### src/hw/osc_pkg.sv
// Constants, types and register layout of the oscillator source control block
// Notes on behaviour
// - Four-bit crystal code at bits 9:6, read/write, resets to 0xb.
// - Crystal codes 0-3 are reserved; 4-15 are fixed crystals, 0xb is 6 MHz.
// - Source select at bits 5:4, reset 0: main, internal, internal/4, reserved.
// - Bit 3 enables internal oscillator check; failure raises an interrupt.
// - Bit 2 enables main oscillator check; failure raises an interrupt.
// - Bit 1 clear keeps the internal oscillator running; set stops it.
// - Bit 0 clear keeps the main oscillator running; set stops it.
// - PLL powered down while power-down is 1; normal when both controls are 0.
// - PLL power-down control resets to one.
package osc_pkg;

  localparam int unsigned DATA_W   = 32;
  localparam int unsigned ADDR_W   = 12;
  localparam int unsigned STRB_W   = DATA_W / 8;
  localparam int unsigned IRQ_W    = 2;

  localparam logic [ADDR_W-1:0] OFF_CFG   = 12'h000;
  localparam logic [ADDR_W-1:0] OFF_ISTAT = 12'h004;
  localparam logic [ADDR_W-1:0] OFF_IMASK = 12'h008;
  localparam logic [ADDR_W-1:0] OFF_OSTAT = 12'h00c;

  localparam int unsigned CRYSTAL_FREQ_CODE_LSB  = 6;
  localparam int unsigned CRYSTAL_FREQ_CODE_MSB  = 9;
  localparam int unsigned SRC_LSB   = 4;
  localparam int unsigned SRC_MSB   = 5;
  localparam int unsigned IVER_BIT  = 3;
  localparam int unsigned MVER_BIT  = 2;
  localparam int unsigned IDIS_BIT  = 1;
  localparam int unsigned MDIS_BIT  = 0;
  localparam int unsigned OEN_BIT   = 12;
  localparam int unsigned PLL_POWER_DOWN_BIT = 13;

  localparam int unsigned IRQ_MAIN  = 0;
  localparam int unsigned IRQ_INT   = 1;
  localparam int unsigned ALIVE_MAIN = 0;
  localparam int unsigned ALIVE_INT  = 1;
  localparam int unsigned MODE_LSB   = 2;
  localparam int unsigned MODE_MSB   = 3;

  localparam logic [3:0] CRYSTAL_FREQ_CODE_RST      = 4'hb;
  localparam logic [3:0] CRYSTAL_FREQ_CODE_MIN_OK   = 4'h4;
  localparam logic [1:0] SRC_MAIN      = 2'h0;
  localparam logic [1:0] SRC_INT       = 2'h1;
  localparam logic [1:0] SRC_INT_DIV4  = 2'h2;
  localparam logic [1:0] SRC_RSVD      = 2'h3;

  localparam int unsigned CLK_PERIOD_NS      = 50;
  localparam int unsigned VERIFY_TIMEOUT_NS  = 1000;
  localparam int unsigned VERIFY_TIMEOUT_CYC =
    (VERIFY_TIMEOUT_NS + CLK_PERIOD_NS - 1) / CLK_PERIOD_NS;

  typedef enum logic [1:0] {
    OSC_PLL_POWER_DOWN,
    OSC_PLL_NORMAL,
    OSC_PLL_OUT_OFF
  } osc_pll_mode_e;

  typedef struct packed {
    logic       pll_power_down;
    logic       pll_output_driver_ctrl;
    logic [3:0] crystal_freq_code;
    logic [1:0] osc_source_select;
    logic       int_osc_verify_en;
    logic       main_osc_verify_en;
    logic       int_osc_disable;
    logic       main_osc_disable;
  } osc_cfg_s;

  localparam osc_cfg_s CFG_RST = '{
    pll_power_down:         1'b1,
    pll_output_driver_ctrl: 1'b1,
    crystal_freq_code:      CRYSTAL_FREQ_CODE_RST,
    osc_source_select:      SRC_MAIN,
    int_osc_verify_en:      1'b0,
    main_osc_verify_en:     1'b0,
    int_osc_disable:        1'b0,
    main_osc_disable:       1'b0
  };

  typedef struct packed {
    logic              psel;
    logic              penable;
    logic              pwrite;
    logic [ADDR_W-1:0] paddr;
    logic [DATA_W-1:0] pwdata;
    logic [STRB_W-1:0] pstrb;
  } osc_apb_req_s;

  typedef struct packed {
    logic              pready;
    logic [DATA_W-1:0] prdata;
    logic              pslverr;
  } osc_apb_rsp_s;

endpackage : osc_pkg

### src/hw/osc_ctrl.sv
// Oscillator source control: clock configuration, checks, interrupts, APB slave
//
// Register access over APB and the register addresses were chosen for this implementation.
`timescale 1ns/1ns
module osc_ctrl #(
  parameter int unsigned VERIFY_CYC = osc_pkg::VERIFY_TIMEOUT_CYC
) (
  input  wire logic                   CLK_SYS,
  input  wire logic                   RST,
  input  wire osc_pkg::osc_apb_req_s  APB_REQ,
  output osc_pkg::osc_apb_rsp_s       APB_RSP,
  input  wire logic                   MAIN_OSC_IN,
  input  wire logic                   INT_OSC_IN,
  output osc_pkg::osc_cfg_s           CFG,
  output logic                        MAIN_OSC_EN,
  output logic                        INT_OSC_EN,
  output osc_pkg::osc_pll_mode_e      PLL_MODE,
  output logic                        IRQ
);
  import osc_pkg::*;

  // Controller state; one next-state process and one register stage, the two activity checks keep their own
  typedef struct packed {
    osc_cfg_s          cfg;
    logic [IRQ_W-1:0]  istat;
    logic [IRQ_W-1:0]  imask;
    osc_pll_mode_e     pll_mode;
    logic [DATA_W-1:0] prdata;
    logic              pslverr;
    logic              irq;
    logic              main_en;
    logic              int_en;
  } osc_top_state_s;

  localparam osc_top_state_s ST_RST = '{
    cfg:      CFG_RST,
    istat:    '0,
    imask:    '0,
    pll_mode: OSC_PLL_POWER_DOWN,
    prdata:   '0,
    pslverr:  1'b0,
    irq:      1'b0,
    main_en:  1'b1,
    int_en:   1'b1
  };

  osc_top_state_s   s_r;
  osc_top_state_s   s_nxt;
  logic             main_alive;
  logic             int_alive;
  logic             main_fail;
  logic             int_fail;
  logic [IRQ_W-1:0] fail_evt;
  logic             setup_ph;
  logic             wr_acc;
  logic [DATA_W-1:0] wr_word;
  logic [IRQ_W-1:0]  w1c_bits;
  logic [IRQ_W-1:0]  ver_en;
  logic [DATA_W-1:0] ostat_word;

  // Byte-lane merge of a write into the current word
  function automatic logic [DATA_W-1:0] strb_merge(
    input logic [DATA_W-1:0] old_w,
    input logic [DATA_W-1:0] new_w,
    input logic [STRB_W-1:0] strb
  );
    logic [DATA_W-1:0] w;
    w = old_w;
    for (int i = 0; i < STRB_W; i++) begin
      if (strb[i]) begin
        w[8*i +: 8] = new_w[8*i +: 8];
      end
    end
    return w;
  endfunction : strb_merge

  // Register image of the configuration; unimplemented bits read as zero
  function automatic logic [DATA_W-1:0] cfg_to_word(input osc_cfg_s c);
    logic [DATA_W-1:0] w;
    w                    = '0;
    w[PLL_POWER_DOWN_BIT]         = c.pll_power_down;
    w[OEN_BIT]           = c.pll_output_driver_ctrl;
    w[CRYSTAL_FREQ_CODE_MSB:CRYSTAL_FREQ_CODE_LSB] = c.crystal_freq_code;
    w[SRC_MSB:SRC_LSB]   = c.osc_source_select;
    w[IVER_BIT]          = c.int_osc_verify_en;
    w[MVER_BIT]          = c.main_osc_verify_en;
    w[IDIS_BIT]          = c.int_osc_disable;
    w[MDIS_BIT]          = c.main_osc_disable;
    return w;
  endfunction : cfg_to_word

  // Applies a merged write word; refused field codes keep the old value
  function automatic osc_cfg_s cfg_write(
    input osc_cfg_s          old_c,
    input logic [DATA_W-1:0] w
  );
    osc_cfg_s c;
    c = old_c;
    c.pll_power_down         = w[PLL_POWER_DOWN_BIT];
    c.pll_output_driver_ctrl = w[OEN_BIT];
    // Reserved codes would leave the PLL translation undefined, so they are dropped
    if (w[CRYSTAL_FREQ_CODE_MSB:CRYSTAL_FREQ_CODE_LSB] >= CRYSTAL_FREQ_CODE_MIN_OK) begin
      c.crystal_freq_code = w[CRYSTAL_FREQ_CODE_MSB:CRYSTAL_FREQ_CODE_LSB];
    end
    if (w[SRC_MSB:SRC_LSB] != SRC_RSVD) begin
      c.osc_source_select = w[SRC_MSB:SRC_LSB];
    end
    c.int_osc_verify_en  = w[IVER_BIT];
    c.main_osc_verify_en = w[MVER_BIT];
    c.int_osc_disable    = w[IDIS_BIT];
    c.main_osc_disable   = w[MDIS_BIT];
    return c;
  endfunction : cfg_write

  // Power-down dominates; with only the output driver off the PLL runs unseen
  function automatic osc_pll_mode_e pll_mode_of(input osc_cfg_s c);
    osc_pll_mode_e m;
    if (c.pll_power_down) begin
      m = OSC_PLL_POWER_DOWN;
    end else if (!c.pll_output_driver_ctrl) begin
      m = OSC_PLL_NORMAL;
    end else begin
      m = OSC_PLL_OUT_OFF;
    end
    return m;
  endfunction : pll_mode_of

  // Unaligned or unmapped addresses answer with an error and are otherwise ignored
  function automatic logic addr_hit(input logic [ADDR_W-1:0] a);
    logic h;
    case (a)
      OFF_CFG:   h = 1'b1;
      OFF_ISTAT: h = 1'b1;
      OFF_IMASK: h = 1'b1;
      OFF_OSTAT: h = 1'b1;
      default:   h = 1'b0;
    endcase
    return h;
  endfunction : addr_hit

  function automatic logic [DATA_W-1:0] osc_status_word(
    input logic          m_alive,
    input logic          i_alive,
    input osc_pll_mode_e mode
  );
    logic [DATA_W-1:0] w;
    w                    = '0;
    w[ALIVE_MAIN]        = m_alive;
    w[ALIVE_INT]         = i_alive;
    w[MODE_MSB:MODE_LSB] = mode;
    return w;
  endfunction : osc_status_word

  // Read mux over the four registers; unknown offsets read as zero
  function automatic logic [DATA_W-1:0] read_word(
    input logic [ADDR_W-1:0] a,
    input osc_cfg_s          c,
    input logic [IRQ_W-1:0]  stat,
    input logic [IRQ_W-1:0]  mask,
    input logic [DATA_W-1:0] ostat
  );
    logic [DATA_W-1:0] w;
    case (a)
      OFF_CFG:   w = cfg_to_word(c);
      OFF_ISTAT: w = DATA_W'(stat);
      OFF_IMASK: w = DATA_W'(mask);
      OFF_OSTAT: w = ostat;
      default:   w = '0;
    endcase
    return w;
  endfunction : read_word

  // Mask write honours byte lanes like the configuration does
  function automatic logic [IRQ_W-1:0] mask_write(
    input logic [IRQ_W-1:0]  old_m,
    input logic [DATA_W-1:0] w,
    input logic [STRB_W-1:0] strb
  );
    logic [DATA_W-1:0] merged;
    merged = strb_merge(DATA_W'(old_m), w, strb);
    return merged[IRQ_W-1:0];
  endfunction : mask_write

  // Sticky status: clear by one, drop bits whose check is off, then set; the set
  // is applied last, so a failure in the cycle of a clear or a disable is kept
  function automatic logic [IRQ_W-1:0] istat_next(
    input logic [IRQ_W-1:0] stat,
    input logic [IRQ_W-1:0] w1c,
    input logic [IRQ_W-1:0] en,
    input logic [IRQ_W-1:0] evt
  );
    logic [IRQ_W-1:0] n;
    n = stat & ~w1c;
    n = n & en;
    n = n | evt;
    return n;
  endfunction : istat_next

  // One activity check per oscillator; a stopped oscillator trips only its own flag

  osc_verify #(
    .TIMEOUT_CYC (VERIFY_CYC)
  ) u_main_verify (
    .clk     (CLK_SYS),
    .rst     (RST),
    .osc_pin (MAIN_OSC_IN),
    .enable  (s_r.cfg.main_osc_verify_en),
    .alive   (main_alive),
    .fail    (main_fail)
  );

  osc_verify #(
    .TIMEOUT_CYC (VERIFY_CYC)
  ) u_int_verify (
    .clk     (CLK_SYS),
    .rst     (RST),
    .osc_pin (INT_OSC_IN),
    .enable  (s_r.cfg.int_osc_verify_en),
    .alive   (int_alive),
    .fail    (int_fail)
  );

  always_comb begin
    fail_evt           = '0;
    fail_evt[IRQ_MAIN] = main_fail;
    fail_evt[IRQ_INT]  = int_fail;
    ver_en             = '0;
    ver_en[IRQ_MAIN]   = s_r.cfg.main_osc_verify_en;
    ver_en[IRQ_INT]    = s_r.cfg.int_osc_verify_en;
  end

  // APB phases; pready is tied high, so every access phase lasts one cycle
  assign setup_ph   = APB_REQ.psel && !APB_REQ.penable;
  assign wr_acc     = APB_REQ.psel && APB_REQ.penable && APB_REQ.pwrite;
  assign ostat_word = osc_status_word(main_alive, int_alive, s_r.pll_mode);

  always_comb begin
    s_nxt    = s_r;
    wr_word  = '0;
    w1c_bits = '0;

    // Read data and error are captured in setup so the access phase needs no wait
    if (setup_ph) begin
      s_nxt.pslverr = !addr_hit(APB_REQ.paddr);
      s_nxt.prdata  = '0;
      if (!APB_REQ.pwrite) begin
        s_nxt.prdata = read_word(APB_REQ.paddr, s_r.cfg, s_r.istat, s_r.imask, ostat_word);
      end
    end

    if (wr_acc) begin
      case (APB_REQ.paddr)
        OFF_CFG: begin
          wr_word   = strb_merge(cfg_to_word(s_r.cfg), APB_REQ.pwdata, APB_REQ.pstrb);
          s_nxt.cfg = cfg_write(s_r.cfg, wr_word);
        end
        OFF_ISTAT: begin
          // Only lane 0 carries status bits
          if (APB_REQ.pstrb[0]) begin
            w1c_bits = APB_REQ.pwdata[IRQ_W-1:0];
          end
        end
        OFF_IMASK: begin
          s_nxt.imask = mask_write(s_r.imask, APB_REQ.pwdata, APB_REQ.pstrb);
        end
        default: begin
          wr_word = '0;
        end
      endcase
    end

    // A disabled check drops its flag; a failure in the same cycle still wins
    s_nxt.istat = istat_next(s_r.istat, w1c_bits, ver_en, fail_evt);

    s_nxt.pll_mode = pll_mode_of(s_nxt.cfg);
    s_nxt.main_en  = !s_nxt.cfg.main_osc_disable;
    s_nxt.int_en   = !s_nxt.cfg.int_osc_disable;
    s_nxt.irq      = |(s_nxt.istat & s_nxt.imask);
  end

  always_ff @(posedge CLK_SYS or posedge RST) begin
    if (RST) begin
      s_r <= ST_RST;
    end else begin
      s_r <= s_nxt;
    end
  end

  assign APB_RSP.pready  = 1'b1;
  assign APB_RSP.prdata  = s_r.prdata;
  assign APB_RSP.pslverr = s_r.pslverr;

  // Outputs come straight from the state register
  assign CFG         = s_r.cfg;
  assign MAIN_OSC_EN = s_r.main_en;
  assign INT_OSC_EN  = s_r.int_en;
  assign PLL_MODE    = s_r.pll_mode;
  assign IRQ         = s_r.irq;

endmodule : osc_ctrl

### src/hw/osc_verify.sv
// Oscillator activity check: synchronises one oscillator pin and times its edges
`timescale 1ns/1ns
module osc_verify #(
  parameter int unsigned TIMEOUT_CYC = 20
) (
  input  wire logic clk,
  input  wire logic rst,
  input  wire logic osc_pin,
  input  wire logic enable,
  output logic      alive,
  output logic      fail
);
  import osc_pkg::*;

  localparam int unsigned CW = $clog2(TIMEOUT_CYC + 1);
  localparam logic [CW-1:0] CNT_LAST = CW'(TIMEOUT_CYC - 1);
  localparam logic [CW-1:0] CNT_TOP  = CW'(TIMEOUT_CYC);
  localparam logic [CW-1:0] CNT_ONE  = CW'(1);

  typedef struct packed {
    logic [2:0]    sync;
    logic          level;
    logic [CW-1:0] cnt;
    logic          alive;
    logic          fail;
  } osc_ver_state_s;

  localparam osc_ver_state_s ST_RST = '0;

  osc_ver_state_s s_r;
  osc_ver_state_s s_nxt;
  logic           edge_seen;

  always_comb begin
    s_nxt      = s_r;
    s_nxt.sync = {s_r.sync[1:0], osc_pin};
    s_nxt.fail = 1'b0;
    // Only the second and third stages are compared; the first may be metastable
    edge_seen  = (s_r.sync[1] == s_r.sync[2]) && (s_r.sync[2] != s_r.level);
    if (edge_seen) begin
      s_nxt.level = s_r.sync[2];
    end
    if (!enable) begin
      s_nxt.cnt   = '0;
      s_nxt.alive = 1'b0;
    end else if (edge_seen) begin
      s_nxt.cnt   = '0;
      s_nxt.alive = 1'b1;
    end else if (s_r.cnt != CNT_TOP) begin
      s_nxt.cnt = s_r.cnt + CNT_ONE;
      if (s_r.cnt == CNT_LAST) begin
        // One pulse per stall; counter then parks until an edge returns
        s_nxt.fail  = 1'b1;
        s_nxt.alive = 1'b0;
      end
    end
  end

  always_ff @(posedge clk or posedge rst) begin
    if (rst) begin
      s_r <= ST_RST;
    end else begin
      s_r <= s_nxt;
    end
  end

  assign alive = s_r.alive;
  assign fail  = s_r.fail;

endmodule : osc_verify

### config.mk
export PLATFORM = sky130hd
export DESIGN_NAME = osc_ctrl
export DESIGN_NICKNAME = d
export VERILOG_FILES = /design/src/hw/osc_pkg.sv /design/src/hw/osc_ctrl.sv /design/src/hw/osc_verify.sv
export SDC_FILE = /design/constraint.sdc
export NUM_CORES = 1
export LEC_CHECK = 0
export ABC_CLOCK_PERIOD_IN_PS = 2300
export BUFFER_PORTS_ARGS = -buffer_cell sky130_fd_sc_hd__buf_2
export CORE_UTILIZATION = 40
export DETAILED_ROUTE_END_ITERATION = 16
export GPL_ROUTABILITY_DRIVEN = 0
export HOLD_SLACK_MARGIN = 0.05
export PLACE_DENSITY = 0.67
export SYNTH_ARGS = -nofsm -noshare
export SYNTH_HDL_FRONTEND = slang
export SYNTH_SLANG_ARGS = --single-unit
export TNS_END_PERCENT = 5
### constraint.sdc
create_clock -name CLK_SYS -period 2.3 [get_ports CLK_SYS]
set_clock_uncertainty 0.2 [all_clocks]
set_input_delay 0.23 -clock CLK_SYS [delete_from_list [all_inputs] [get_ports CLK_SYS]]
set_output_delay 0.23 -clock CLK_SYS [all_outputs]
set_load 0.02 [all_outputs]
==> flow_summary.ini <==
[clocking]
clock_tree_from_tritoncts = yes
cts_max_path_buffers = 2
clkLatencyLatePin_ns = 0.30
count_of_hold_buffers_inserted_by_post_cts_repair = 12
clk_root_buffer_cell = clkbuf_8
cts_inserted_buffers = 5
postCtsResizedCells = 0
post-cts-setup-buffer-count = 0
clkTransAtPathRegs_ns = 0.10
htree_num_levels = 2
cts_sinks = 56

[run_status]
status = completed

[detailed_routing]
viasPerCell = 4.58
drtAntennaViolNets = 0
via_count = 1808
drt_pass1_iterations = 4
routed_wire_length_per_instance_um = 12.7
drt_drc_violations_left = 0
postRouteWirelength_um = 5030
drt-initial-drc-count = 92

[yosys]
synth_area_per_cell_um2 = 11.5
ys.warnings.count = 0
synth_enable_flop_cells = 0
asyncSetResetFlopFracSynth = 1.00
synth_cell_type_count = 47
synth_cells = 246
ys_dominant_reg_cell = dfrtp_1
synth_area_um2 = 2830
ys_seq_elements = 56
synth.yosys.seq_area_share = 0.498

[setup_path]
timing.critical_path.fanout_max = 7
crit_end = PLL_MODE[0]
critical_path.startpoint = APB_REQ[37]
worst_setup_path_start_kind = input pin
r2r-start = CFG[9]
cp.arrival_ns = 1.69
cells_on_worst_reg2reg_path = 4
worstSetupPathType = in -> reg
critPathCaptureType = register
reg2reg_slack_ns = 0.75
crit_required_ns = 2.29

[sta]
finalCritPeriodShare = 0.740
finalSetupTns_ns = 0
unrepaired_setup_endpoints_after_global_routing = false
setup_ws_ns = 0.599
clock.fmax_mhz = 588
setup-violations-final = 0
maxSlewViolCount = 0
max-slew-margin-rel = 0.533
finalHoldViolations = 0
tightest_slew_ns = 0.701
post-route-min-period_ns = 1.70
fin_hold_ws_ns = 0.0601

[floorplan]
floorplan.die.width_um = 86.1
start_util = 0.416
num_rows = 30
core_box_area_um2 = 6790
io-pin-count = 106
design.die.area_um2 = 7410
chipHeight_um = 86.1

[grt]
via_count_of_the_first_global_routing_pass = 1673
grt_antenna_before_repair = 0
grt_overflow_total = 0
grt_usage = 0.141
global_route_wire_length_before_repair_um = 8120
pin_count_of_the_biggest_net_entering_global_routing = 57

[hold_path]
hold_path.startpoint = APB_REQ[13]
worst_hold_path_type = in -> reg

[cells_and_area]
synthToLayoutAreaGrowth_pct = 12.6
final_layout_net_count = 358
fin_area_um2 = 3190
layout.core_utilization = 0.469
multi_input_area_um2 = 1070
n_fill_cell = 631
num_antenna_cells = 0
sequential_cell_area_um2 = 1410
non_filler_instance_count_after_layout = 395
share_of_post_route_cells_with_drive_strength_above_1 = 0.351

[placement]
standard_cell_area_after_detailed_placement_um2 = 2970
port_buffers = 62
place_ws_ns = 0.290
place.detailed.hpwl_um = 3710
dpl.cell_count = 376

[pwr]
pwr_density_cell_nw_per_um2 = 532
totalPowerFinal_mw = 1.69
cellLeakagePower_nw = 1.62
vdd.ir_drop.worst_mv = 0.222

[flow_run]
max_cap_violations = 0
## registers in the layout, summed over array words and instances (netlist names), named ones only
register and count:
u_int_verify.fail 1, s_r 4, u_int_verify.s_nxt 2, u_main_verify.s_r 7, CFG 10, PLL_MODE 2
u_main_verify.s_nxt 2, INT_OSC_EN 1, u_int_verify.alive 1, APB_RSP 13, MAIN_OSC_EN 1, u_main_verify.alive 1
u_main_verify.fail 1, u_int_verify.s_r 7, IRQ 1
## where the power goes
| group | switching, mW | total, mW | internal [mW] |
|---|---|---|---|
| Combinational | 0.0914 | 0.142 | 0.0507 |
| Sequential | 0.00705 | 1.00 | 0.996 |
| Clock | 0.308 | 0.549 | 0.241 |
## cells in the mapped netlist (3+ instances only)
cell / n / area share
buf_4: 49 / 0.13
nor2b_1: 4 / 0.0088
nand2b_1: 3 / 0.0066
nand4_1: 4 / 0.0088
dfrtp_1: 49 / 0.43
and3b_1: 3 / 0.0093
nor3_1: 3 / 0.0053
mux2i_1: 6 / 0.021
inv_1: 10 / 0.013
dfstp_2: 7 / 0.065
mux2_2: 7 / 0.028
o21ai_0: 3 / 0.0053
nor2_1: 14 / 0.019
nand3_1: 6 / 0.011
nand2_1: 10 / 0.013
a22o_1: 8 / 0.025
xnor2_1: 5 / 0.015
ha_1: 4 / 0.018
xor2_1: 3 / 0.0093
a21oi_1: 8 / 0.014
## cell families after synthesis
family | Yosys count | synth area share
simple gates | 64 | 0.140
flops | 56 | 0.498
other cells | 2 | 0.00265
buf+inv | 61 | 0.150
xor+xnor | 8 | 0.0248
compound gates | 32 | 0.0836
mux | 17 | 0.0756
fa+ha+maj | 6 | 0.0248
## area by class of cell
cell class / count / share of cell area
clock inverters: 1 / 0.00275
repair buffers: 78 / 0.145
flip-flops and latches: 56 / 0.443
inverters: 10 / 0.0118
clock buffers: 6 / 0.0259
well taps: 96 / 0.0377
multi-input cells: 148 / 0.335
## cells in the final DEF (no fill, tap or decap), types with 2 or more instances in the layout
master	instances
nor4_2	2
nor2b_1	4
conb_1	21
maj3_1	2
dlygate4sd3_1	12
a21boi_0	2
nand3_1	6
o21ai_0	3
dfstp_2	7
buf_4	4
nand3b_1	2
a21oi_1	8
a22oi_1	2
mux2_2	7
nor3_1	3
mux2i_1	6
inv_1	9
mux4_2	2
ha_1	4
clkbuf_8	6
xnor2_1	5
and4_1	2
a21bo_2	2
mux2_4	2
a22o_1	8
and3b_1	3
nand3_2	2
nand2b_1	3
nand2_1	10
nand4_1	4
a31o_2	2
dfrtp_1	49
nor2_1	14
buf_2	62
xor2_1	3
a32o_1	2
## critical path, cell delays in order
cell and delay (ns):
buf_2 0.10, nor4_2 0.44, and3_4 0.31, buf_4 0.17, nand3_2 0.14, mux2_2 0.30
## per-layer routing
| layer | global-route usage | wire, um | vias up |
|---|---|---|---|
| met5 | 0 | 0 | - |
| met4 | 0.0318 | 37 | 0 |
| met3 | 0.0366 | 244 | 5 |
| met2 | 0.222 | 2340 | 49 |
| met1 | 0.195 | 2410 | 865 |
| li1 | - | - | 889 |
## how the worst min path moves through the flow
| stage | depth (start not counted) | to | slack [ns] |
|---|---|---|---|
| after floorplan | 0 | u_int_verify.s_nxt[9] | 0.06 |
| after global placement | 0 | u_int_verify.s_nxt[10] | 0.13 |
| after global routing | 3 | CFG[8] | 0.06 |
| after detailed placement | 0 | u_int_verify.s_nxt[10] | 0.14 |
| final | 3 | CFG[8] | 0.06 |
| after CTS | 3 | CFG[8] | 0.05 |
Note: power is estimated with default switching activity, not from simulation.
